### src/brdcb_pkg.sv
package brdcb_pkg;
	// -----------------------------------------------------------------
	// Register map
	// -----------------------------------------------------------------
	localparam logic [7:0] ADDR_PULSES_NODE = 8'h1F;
	localparam logic [7:0] ADDR_LIMIT_P1 = 8'h20;
	localparam logic [7:0] ADDR_LIMIT_P2 = 8'h21;
	localparam logic [7:0] ADDR_RECORD = 8'h22;
	localparam logic [7:0] ADDR_FREQ_WIN = 8'h23;
	localparam logic [7:0] ADDR_SAT_FREQ = 8'h24;
	localparam logic [7:0] ADDR_VOLT_SLEEP = 8'h25;
	localparam logic [7:0] ADDR_DECOUPLE = 8'h26;
	localparam logic [7:0] REG_RESET = 8'h00;
	localparam logic [7:0] LIMIT_P1_MASK = 8'hBF;
	localparam int SLEEP_ALLOW_BIT = 5;
	// -----------------------------------------------------------------
	// Scaling constants
	// -----------------------------------------------------------------
	localparam logic [9:0] LIMIT_STEP_MA = 10'h007;
	localparam logic [9:0] LIMIT_BASE_MA = 10'h032;
	localparam logic [7:0] FREQ_START_STEP_US = 8'h64;
	// Overvoltage thresholds in tenths of a volt.
	localparam logic [8:0] OV_TH_0 = 9'h07B;
	localparam logic [8:0] OV_TH_1 = 9'h0B1;
	localparam logic [8:0] OV_TH_2 = 9'h0E4;
	localparam logic [8:0] OV_TH_3 = 9'h11B;
	// Sleep entry delays in milliseconds and cycles at 50 MHz.
	localparam int CLK_KHZ = 50000;
	localparam int SLEEP_MS_0 = 250;
	localparam int SLEEP_MS_1 = 500;
	localparam int SLEEP_MS_2 = 1000;
	localparam int SLEEP_MS_3 = 4000;
	localparam int SLEEP_CYC_0 = SLEEP_MS_0 * CLK_KHZ;
	localparam int SLEEP_CYC_1 = SLEEP_MS_1 * CLK_KHZ;
	localparam int SLEEP_CYC_2 = SLEEP_MS_2 * CLK_KHZ;
	localparam int SLEEP_CYC_3 = SLEEP_MS_3 * CLK_KHZ;
endpackage : brdcb_pkg

### src/brdcb_bank.sv
`timescale 1ns/1ps
module brdcb_bank
	import brdcb_pkg::*;
#(
	parameter int SLEEP_CYC_P0 = SLEEP_CYC_0,
	parameter int SLEEP_CYC_P1 = SLEEP_CYC_1,
	parameter int SLEEP_CYC_P2 = SLEEP_CYC_2,
	parameter int SLEEP_CYC_P3 = SLEEP_CYC_3
) (
	// Clock and reset.
	input wire logic mclk_i,
	input wire logic resetn_i,
	// Register access port.
	input wire logic wr_en_i,
	input wire logic rd_en_i,
	input wire logic [7:0] addr_i,
	input wire logic [7:0] wdata_i,
	output logic [7:0] rdata_o,
	output logic rvalid_o,
	// Activity seen by the sleep timer.
	input wire logic activity_i,
	// Frequency check measurement.
	input wire logic [7:0] freq_err_us_i,
	input wire logic freq_err_valid_i,
	// Decay level for the saturation check.
	input wire logic [3:0] decay_level_i,
	// Configuration and status outputs.
	output logic [2:0] node_address_o,
	output logic [4:0] second_preset_pulse_count_o,
	output logic second_preset_first_only_o,
	output logic drive_limit_on_o,
	output logic [9:0] first_preset_drive_limit_ma_o,
	output logic [9:0] second_preset_drive_limit_ma_o,
	output logic [2:0] lowpass_cutoff_khz_o,
	output logic [4:0] first_preset_record_units_o,
	output logic [4:0] second_preset_record_units_o,
	output logic freq_check_on_o,
	output logic [3:0] freq_check_window_len_o,
	output logic [10:0] freq_check_start_us_o,
	output logic freq_check_error_o,
	output logic saturation_hit_o,
	output logic first_preset_nonlinear_o,
	output logic second_preset_nonlinear_o,
	output logic [8:0] overvoltage_th_dv_o,
	output logic [3:0] voltage_check_limit_o,
	output logic sleep_o
);
	// -----------------------------------------------------------------
	// State
	// -----------------------------------------------------------------
	typedef struct packed {
		logic [7:0] pulses_node;
		logic [7:0] limit_p1;
		logic [7:0] limit_p2;
		logic [7:0] record;
		logic [7:0] freq_win;
		logic [7:0] sat_freq;
		logic [7:0] volt_sleep;
		logic [7:0] decouple;
		logic [7:0] rdata;
		logic rvalid;
		logic [31:0] idle_cnt;
		logic sleep;
		logic freq_err;
		logic sat_hit;
		logic [2:0] node_address;
		logic [4:0] p2_pulses;
		logic p2_first_only;
		logic limit_on;
		logic [9:0] lim1_ma;
		logic [9:0] lim2_ma;
		logic [2:0] lpf_khz;
		logic [4:0] rec1;
		logic [4:0] rec2;
		logic fc_on;
		logic [3:0] fc_len;
		logic [10:0] fc_start;
		logic nl1;
		logic nl2;
		logic [8:0] ov_th;
		logic [3:0] vlim;
	} brdcb_state_t;

	brdcb_state_t st;
	brdcb_state_t next_st;

	// Read decode shared by the read path.
	function automatic logic [7:0] brdcb_read(input brdcb_state_t s, input logic [7:0] a);
		case (a)
			ADDR_PULSES_NODE: brdcb_read = s.pulses_node;
			ADDR_LIMIT_P1: brdcb_read = s.limit_p1;
			ADDR_LIMIT_P2: brdcb_read = s.limit_p2;
			ADDR_RECORD: brdcb_read = s.record;
			ADDR_FREQ_WIN: brdcb_read = s.freq_win;
			ADDR_SAT_FREQ: brdcb_read = s.sat_freq;
			ADDR_VOLT_SLEEP: brdcb_read = s.volt_sleep;
			ADDR_DECOUPLE: brdcb_read = s.decouple;
			default: brdcb_read = 8'h00;
		endcase
	endfunction : brdcb_read

	// Sleep delay selection in cycles.
	function automatic logic [31:0] brdcb_sleep_cyc(input logic [1:0] code);
		case (code)
			2'b00: brdcb_sleep_cyc = 32'(SLEEP_CYC_P0);
			2'b01: brdcb_sleep_cyc = 32'(SLEEP_CYC_P1);
			2'b10: brdcb_sleep_cyc = 32'(SLEEP_CYC_P2);
			default: brdcb_sleep_cyc = 32'(SLEEP_CYC_P3);
		endcase
	endfunction : brdcb_sleep_cyc

	// Current limit in mA for a six-bit code, shared by both presets.
	function automatic logic [9:0] brdcb_limit_ma(input logic [5:0] code);
		brdcb_limit_ma = 10'(LIMIT_STEP_MA * {4'h0, code}) + LIMIT_BASE_MA;
	endfunction : brdcb_limit_ma

	// -----------------------------------------------------------------
	// Next-state logic
	// -----------------------------------------------------------------
	always_comb begin
		next_st = st;
		// Register writes; reserved bit of the preset-1 limit is dropped.
		if (wr_en_i) begin
			case (addr_i)
				ADDR_PULSES_NODE: next_st.pulses_node = wdata_i;
				ADDR_LIMIT_P1: next_st.limit_p1 = wdata_i & LIMIT_P1_MASK;
				ADDR_LIMIT_P2: next_st.limit_p2 = wdata_i;
				ADDR_RECORD: next_st.record = wdata_i;
				ADDR_FREQ_WIN: next_st.freq_win = wdata_i;
				ADDR_SAT_FREQ: next_st.sat_freq = wdata_i;
				ADDR_VOLT_SLEEP: next_st.volt_sleep = wdata_i;
				ADDR_DECOUPLE: next_st.decouple = wdata_i;
				default: next_st.rvalid = st.rvalid;
			endcase
		end
		// Read data appears one cycle after the strobe.
		next_st.rvalid = rd_en_i;
		next_st.rdata = rd_en_i ? brdcb_read(st, addr_i) : 8'h00;
		// Decoded configuration from current register contents.
		next_st.node_address = st.pulses_node[7:5];
		next_st.p2_pulses = st.pulses_node[4:0];
		next_st.p2_first_only = (st.pulses_node[4:0] == 5'h00);
		next_st.limit_on = ~st.limit_p1[7];
		next_st.lim1_ma = brdcb_limit_ma(st.limit_p1[5:0]);
		next_st.lim2_ma = brdcb_limit_ma(st.limit_p2[5:0]);
		next_st.lpf_khz = {1'b0, st.limit_p2[7:6]} + 3'h1;
		next_st.rec1 = {1'b0, st.record[7:4]} + 5'h01;
		next_st.rec2 = {1'b0, st.record[3:0]} + 5'h01;
		next_st.fc_on = (st.freq_win[7:4] != 4'h0);
		next_st.fc_len = st.freq_win[7:4];
		next_st.fc_start = 11'(FREQ_START_STEP_US) * {7'h00, st.freq_win[3:0]};
		next_st.nl1 = st.sat_freq[0];
		next_st.nl2 = st.volt_sleep[7];
		case (st.volt_sleep[6:5])
			2'b00: next_st.ov_th = OV_TH_0;
			2'b01: next_st.ov_th = OV_TH_1;
			2'b10: next_st.ov_th = OV_TH_2;
			default: next_st.ov_th = OV_TH_3;
		endcase
		next_st.vlim = {1'b0, st.volt_sleep[2:0]} + 4'h1;
		// Frequency error flag, updated on each measurement while enabled.
		if (!next_st.fc_on) begin
			next_st.freq_err = 1'b0;
		end else if (freq_err_valid_i) begin
			next_st.freq_err = freq_err_us_i > {5'h00, st.sat_freq[7:5]} + 8'h01;
		end
		// Saturation comparison against the four-bit level.
		next_st.sat_hit = decay_level_i > st.sat_freq[4:1];
		// Idle timer toward sleep, only when sleep is allowed.
		if (!st.decouple[SLEEP_ALLOW_BIT] || activity_i || wr_en_i || rd_en_i) begin
			next_st.idle_cnt = 32'h0000_0000;
			next_st.sleep = 1'b0;
		end else if (st.idle_cnt >= brdcb_sleep_cyc(st.volt_sleep[4:3]) - 32'h0000_0001) begin
			next_st.sleep = 1'b1;
		end else begin
			next_st.idle_cnt = st.idle_cnt + 32'h0000_0001;
		end
	end

	// -----------------------------------------------------------------
	// State register
	// -----------------------------------------------------------------
	always_ff @(posedge mclk_i or negedge resetn_i) begin
		if (!resetn_i) begin
			st <= '0;
		end else begin
			st <= next_st;
		end
	end

	// Outputs straight from the state flip-flops.
	assign rdata_o = st.rdata;
	assign rvalid_o = st.rvalid;
	assign node_address_o = st.node_address;
	assign second_preset_pulse_count_o = st.p2_pulses;
	assign second_preset_first_only_o = st.p2_first_only;
	assign drive_limit_on_o = st.limit_on;
	assign first_preset_drive_limit_ma_o = st.lim1_ma;
	assign second_preset_drive_limit_ma_o = st.lim2_ma;
	assign lowpass_cutoff_khz_o = st.lpf_khz;
	assign first_preset_record_units_o = st.rec1;
	assign second_preset_record_units_o = st.rec2;
	assign freq_check_on_o = st.fc_on;
	assign freq_check_window_len_o = st.fc_len;
	assign freq_check_start_us_o = st.fc_start;
	assign freq_check_error_o = st.freq_err;
	assign saturation_hit_o = st.sat_hit;
	assign first_preset_nonlinear_o = st.nl1;
	assign second_preset_nonlinear_o = st.nl2;
	assign overvoltage_th_dv_o = st.ov_th;
	assign voltage_check_limit_o = st.vlim;
	assign sleep_o = st.sleep;
endmodule : brdcb_bank

### config.mk
export PLATFORM = sky130hd
export DESIGN_NAME = brdcb_bank
export DESIGN_NICKNAME = d
export VERILOG_FILES = /design/src/brdcb_pkg.sv /design/src/brdcb_bank.sv
export SDC_FILE = /design/constraint.sdc
export NUM_CORES = 1
export LEC_CHECK = 0
export BUFFER_PORTS_ARGS = -buffer_cell sky130_fd_sc_hd__buf_2
export CAP_MARGIN = 20
export CORE_MARGIN = 2
export CORE_UTILIZATION = 53
export DETAILED_ROUTE_END_ITERATION = 8
export GPL_ROUTABILITY_DRIVEN = 0
export HOLD_SLACK_MARGIN = 0.06
export PLACE_DENSITY = 0.77
export SYNTH_ARGS = -nofsm -noshare
export SYNTH_HDL_FRONTEND = slang
export SYNTH_SLANG_ARGS = --single-unit
### constraint.sdc
create_clock -name mclk_i -period 2.5 [get_ports mclk_i]
set_input_delay 0.25 -clock mclk_i [delete_from_list [all_inputs] [get_ports mclk_i]]
set_output_delay 0.25 -clock mclk_i [all_outputs]
set_load 0.05 [all_outputs]
Word-level counts from Yosys, hierarchy flattened
Cells that the tools add are included.
Operators by class
  add/subtract/negate cells: 9
  $mul: 3
  order comparisons: 3
  eq/ne operators: 14
  muxes and demuxes: 10
  bitwise logic cells: 1
  reduce and logical (&&, ||, !) cells: 17
Operators by type and width (number)
  28-bit one-hot mux with 3 select lines: 1
  32-bit 2-to-1 mux: 2
  8-bit one-hot mux with 8 select lines: 1
  8-bit by 6-bit == test with 1-bit output, second input constant: 7
  33-bit 2-to-1 mux: 1
  32-bit by 1-bit adder with 32-bit output, second input constant: 1
  32-bit greater-or-equal comparator: 1
  32-bit by 1-bit subtractor with 32-bit output, second input constant: 1
  9-bit one-hot mux with 3 select lines: 1
  9-bit by 6-bit adder with 10-bit output, second input constant: 2
  3-bit by 6-bit multiplier with 9-bit output, first input constant: 2
  2-bit AND reduction: 8
  4-bit by 1-bit adder with 5-bit output, second input constant: 2
  5-bit by 4-bit multiplier with 9-bit output, first input constant: 1
  3-bit by 1-bit adder with 4-bit output, second input constant: 2
  8-bit by 5-bit == test with 1-bit output, second input constant: 1
  8-bit by 4-bit greater-than comparator with 1-bit output: 1
  8-bit 2-to-1 mux: 1
  5-bit logical NOT: 1
  2-bit by 1-bit == test with 1-bit output, second input constant: 2
  2-bit == test, second input constant: 2
  4-bit greater-than comparator: 1
  2-bit logical NOT: 2
  2-bit inequality test, second input constant: 2
  7 further kinds: 11
Word-level totals
  register bits: 179
  output and inout port bits: 86
  logic and storage cells: 87

Longest topological paths before layout
  word-level depth: 9
  gate-level depth with buffers: 13
  mapped depth without buffers: 10

Worst setup path after synthesis
No wires, ideal clock.
  kind: reg-to-reg
  from: register st[130] in the netlist's numbering
  to: register st[102] in the netlist's numbering
  library setup time: 0.078 ns
  arrival: 2.626 ns
  data required time: 2.422 ns
  path slack: -0.204 ns
  stages on the path, launching flop included: 12
  buffers on the path: 3
  period minus slack after synthesis: 2.704 ns
  cells stage by stage: dfrtp_1 -> clkbuf_1 -> inv_1 -> ha_1 -> a211o_1 -> a31oi_4 -> o211ai_2 -> o2111a_1 -> buf_6 -> buf_6 -> or4_1 -> a21oi_1
On the way
  word-level cells in the longest chain between the ends: 6
  elaborated cells between the ends (all ways): 8
  classes of those cells: add/sub: 1; order compare: 1; eq/ne: 3; mux: 2; reduce/logical: 1
RTL lines
  start, declared: RTL line brdcb_bank.sv:84  | brdcb_state_t st;
  start signal, assigned: RTL line brdcb_bank.sv:187  | st <= next_st;
  2-bit == test (tied with other cells): RTL line brdcb_bank.sv:104  | case (code)
  28-bit one-hot mux with 3 select lines (*): RTL line brdcb_bank.sv:104
  32-bit 2-to-1 mux (*): RTL line brdcb_bank.sv:170  | if (!st.decouple[SLEEP_ALLOW_BIT] || activity_i || wr_en_i || rd_en_i) begin
  32-bit by 1-bit subtractor with 32-bit output (*): RTL line brdcb_bank.sv:173  | end else if (st.idle_cnt >= brdcb_sleep_cyc(st.volt_sleep[4:3]) - 32'h0000_0001) begin
  32-bit greater-or-equal comparator (*): RTL line brdcb_bank.sv:173
  2-bit inequality test (no source line) (*)
Every way passes the cells marked *; elsewhere a longest branch is shown, timed or not. The select of a mux whose other input is x is not followed.
A chain may end at the register's enable or synchronous reset.

Worst setup path after layout
  from: register st[130] in the netlist's numbering
  to: register st[94] in the netlist's numbering
The elaborated chain is that of the path after synthesis.

==> results.toml <==
[yosys]
avgSynthCellArea_um2 = 11.46
ys_seq_area_share_pct = 47.07
synth_edf_count = 0
async_reset_ff_share_pct = 100.0
ys_warn_count = 0
ys_ff_latch = 177
synthDistinctLibCells = 62
netlist_instances = 821
ys.flop_type = "dfrtp_1"
synth_area_um2 = 9410

[sta]
layout_setup_ws_ps = -141.6
clock.fmax_mhz = 378.6
fin_crit_sh_pct = 105.7
hold_viol_final = 0
setup_violations = 25
fin_skew_ps = 15.28
slew_headroom_pct = 55.81
fin_crit_ps = 2642
rsz0062_at_grt = "true"
worst_slew_pin_slew_ps = 658.4
report.final.slew_viol_count = 0
tns_ps = -2819

[clocking]
cts-root-buf = "clkbuf_16"
cts_tree = "yes"
cts_buffers = 17
clockBufferDepth = 2
path_clk_slew_ps = 70
htreeDepth = 4
clock_latency_ps = 430
cts.sinks = 177

[global_route]
grt_usage_pct = 23.19
antenna_found_initial = 0
grt_pass1_wl_mm = 33.32
grt_pass1_vias = 6406
global_route.overflow_total = 0
grt_start_max_net_pins = 62

[placed_design]
dpl-instance-area_um2 = 10070
port-buffer-count = 117
dpl.hpwl_mm = 15.02

[critical_path]
cp_max_fo = 17
cp-end-kind = "flop"
crit_slowest_cell = "or4_4"
crit_chain = "buf_4 -> inv_2 -> ha_4 -> a211o_1 -> a31oi_4 -> o211ai_2 -> o2111a_2 -> buf_12 -> or4_4 -> a21oi_2"
path_class = "flop to flop"
max_stage_delay_ps = 470
critPathArrivalTime_ps = 2990
cp-start-kind = "flop"
reg2reg_slack_ps = -140
critPathRequiredTime_ps = 2850

[routing]
drt_pass1_iterations = 5
drcViolationCount = 0
routed_wl_mm = 21.46
ant_nets = 0
via_per_inst = 5.730
drtIter0Drc = 611
wire_per_inst_um = 18.49
vias = 6653

[run]
max_cap_viol_count = 0

[final_layout]
syn_to_final_growth_pct = 17.67
drive_gt1_share_pct = 36.54
fin_nets = 1042
fin_area_um2 = 11070
num_antenna_cells = 0
final_common_cell = "dfrtp_1"
final_cell_mix = "dfrtp_1, buf_2, mux2_2"

[pwr]
power_leakage_nw = 5.542
power.density_nw_per_um2 = 614.6
ir_drop_uv = 584.4
power.total_mw = 6.805

[hold_path]
hold_class = "primary input to flop"

[floorplan]
die_w_um = 137.3
die_h_um = 137.3
dieArea_um2 = 18840
row_count = 48
initial_utilization_pct = 54.22
core_area_um2 = 17360
pin_count = 120

[status]
status = "finished with violations"
violations = "negative setup slack"
==> power breakdown <==
part	internal (mW)	switching [mW]	total, mW
sequential	3.01	0.0908	3.10
combinational	0.333	0.724	1.06
clock	1.37	1.28	2.65
==> layer usage <==
| layer | wire, µm | up-vias | share of wire, % | global-route usage, % |
|---|---|---|---|---|
| met4 | 541 | 0 | 2.5 | 8.018 |
| met1 | 9594 | 3273 | 45 | 32.55 |
| met3 | 1544 | 44 | 7.2 | 5.813 |
| met5 | 0 | - | 0 | 0 |
| li1 | - | 3063 | - | - |
| met2 | 9782 | 273 | 46 | 35.24 |
==> worst max-delay path: cells and delay by family, from the launching register on <==
kind,cells,cell delay [ps]
AO/OA/AOI/OAI,5,1050
adder cells (fa/ha/maj),1,190
buffers and inverters,3,390
flip-flops,1,460
AND/OR/NAND/NOR,1,470
==> cells in the mapped netlist, types with 4 or more instances <==
cell type,number,area [µm²]
nand4_1,9,56.30
a21o_1,6,45.04
ha_1,74,925.9
a221oi_1,4,35.03
inv_1,44,165.2
xnor2_1,11,96.34
clkbuf_1,17,63.81
and3_1,14,87.58
or4_1,24,180.2
mux2i_1,13,130.1
mux2_2,64,720.7
o21bai_1,4,30.03
nor2_1,23,86.33
nand2_1,41,153.9
nand3_1,27,135.1
fa_1,11,220.2
o21a_1,4,30.03
nor2b_1,9,56.30
o31ai_1,22,165.2
dfrtp_1,177,4429
a21oi_1,50,250.2
and2_1,7,43.79
buf_2,5,25.02
o21ai_0,9,45.04
nand2b_1,5,31.28
a31oi_1,4,25.02
buf_6,5,56.30
xor2_1,8,70.07
buf_4,77,578.1
or3_1,4,25.02
==> logic make-up (layout without fill, tap and decap cells) <==
family	count (synthesis)	in the layout	synth area share (%)
buffers and inverters	151	264	9.560
XOR/XNOR	19	19	1.768
AND/OR/NAND/NOR	181	181	10.64
adder cells (fa/ha/maj)	85	85	12.18
AO/OA/AOI/OAI	127	127	9.188
multiplexers	79	79	9.520
flip-flops	177	177	47.07
other	2	4	0.07981
==> worst paths after layout <==
kind                                               from                                  endpoint  cells past startpoint
worst max register to register      st[130]$_DFFE_PN0P_                        st[94]$_DFFE_PN0P_                     10
worst max-delay path                st[130]$_DFFE_PN0P_                        st[94]$_DFFE_PN0P_                     10
max in group asynchronous                      resetn_i                       st[120]$_DFFE_PN0P_                      3
worst min register to register  next_st[72]$_DFFE_PN0P_               node_address_o[1]$_DFF_PN0_                      0
min in group asynchronous                      resetn_i  second_preset_pulse_count_o[0]$_DFF_PN0_                      2
worst min-delay path                          addr_i[7]                      rdata_o[7]$_DFF_PN0_                      4
==> flip-flops by register name, summed over array words and instances (netlist names), 3 cells and up <==
register,cells
second_preset_drive_limit_ma_o,10
node_address_o,3
first_preset_drive_limit_ma_o,10
second_preset_pulse_count_o,5
overvoltage_th_dv_o,7
voltage_check_limit_o,4
rdata_o,8
lowpass_cutoff_khz_o,3
freq_check_window_len_o,4
st,81
freq_check_start_us_o,9
second_preset_record_units_o,5
next_st,14
first_preset_record_units_o,5
==> metrics by stage <==
| stage | hold WS (ps) | cells | utilization [%] | setup WS, ps |
|---|---|---|---|---|
| after floorplan | -45.59 | 823 | - | -23.96 |
| after global placement | 269.2 | 1114 | 58.02 | -112.1 |
| after detailed placement | 276.1 | 1114 | 58.02 | -182.8 |
| after CTS | 133.3 | 1155 | 62.38 | -109.5 |
| after global routing | 170.5 | 1161 | 63.80 | -235.5 |
| final | 150.4 | 1161 | 63.80 | -141.6 |
==> repair_timing <==
item                                   CTS  global route
gates cloned                             1             0
endpoints found under the hold margin   58             0
setup endpoints to repair               33            38
hold buffers                             3             0
pin swaps                               14            34
setup buffers                            5             6
gates resized for setup                 16            35
==> layout make-up <==
class / count / area [µm²]
clock buffers: 18 / 439.2
clock inverters: 14 / 155.1
fillers: 1267 / 6284
inverters: 44 / 165.2
multi-input cells: 495 / 4389
flip-flops and latches: 177 / 4437
well taps: 225 / 281.5
repair buffers: 188 / 1206
Power figures use the tool's default switching activity.
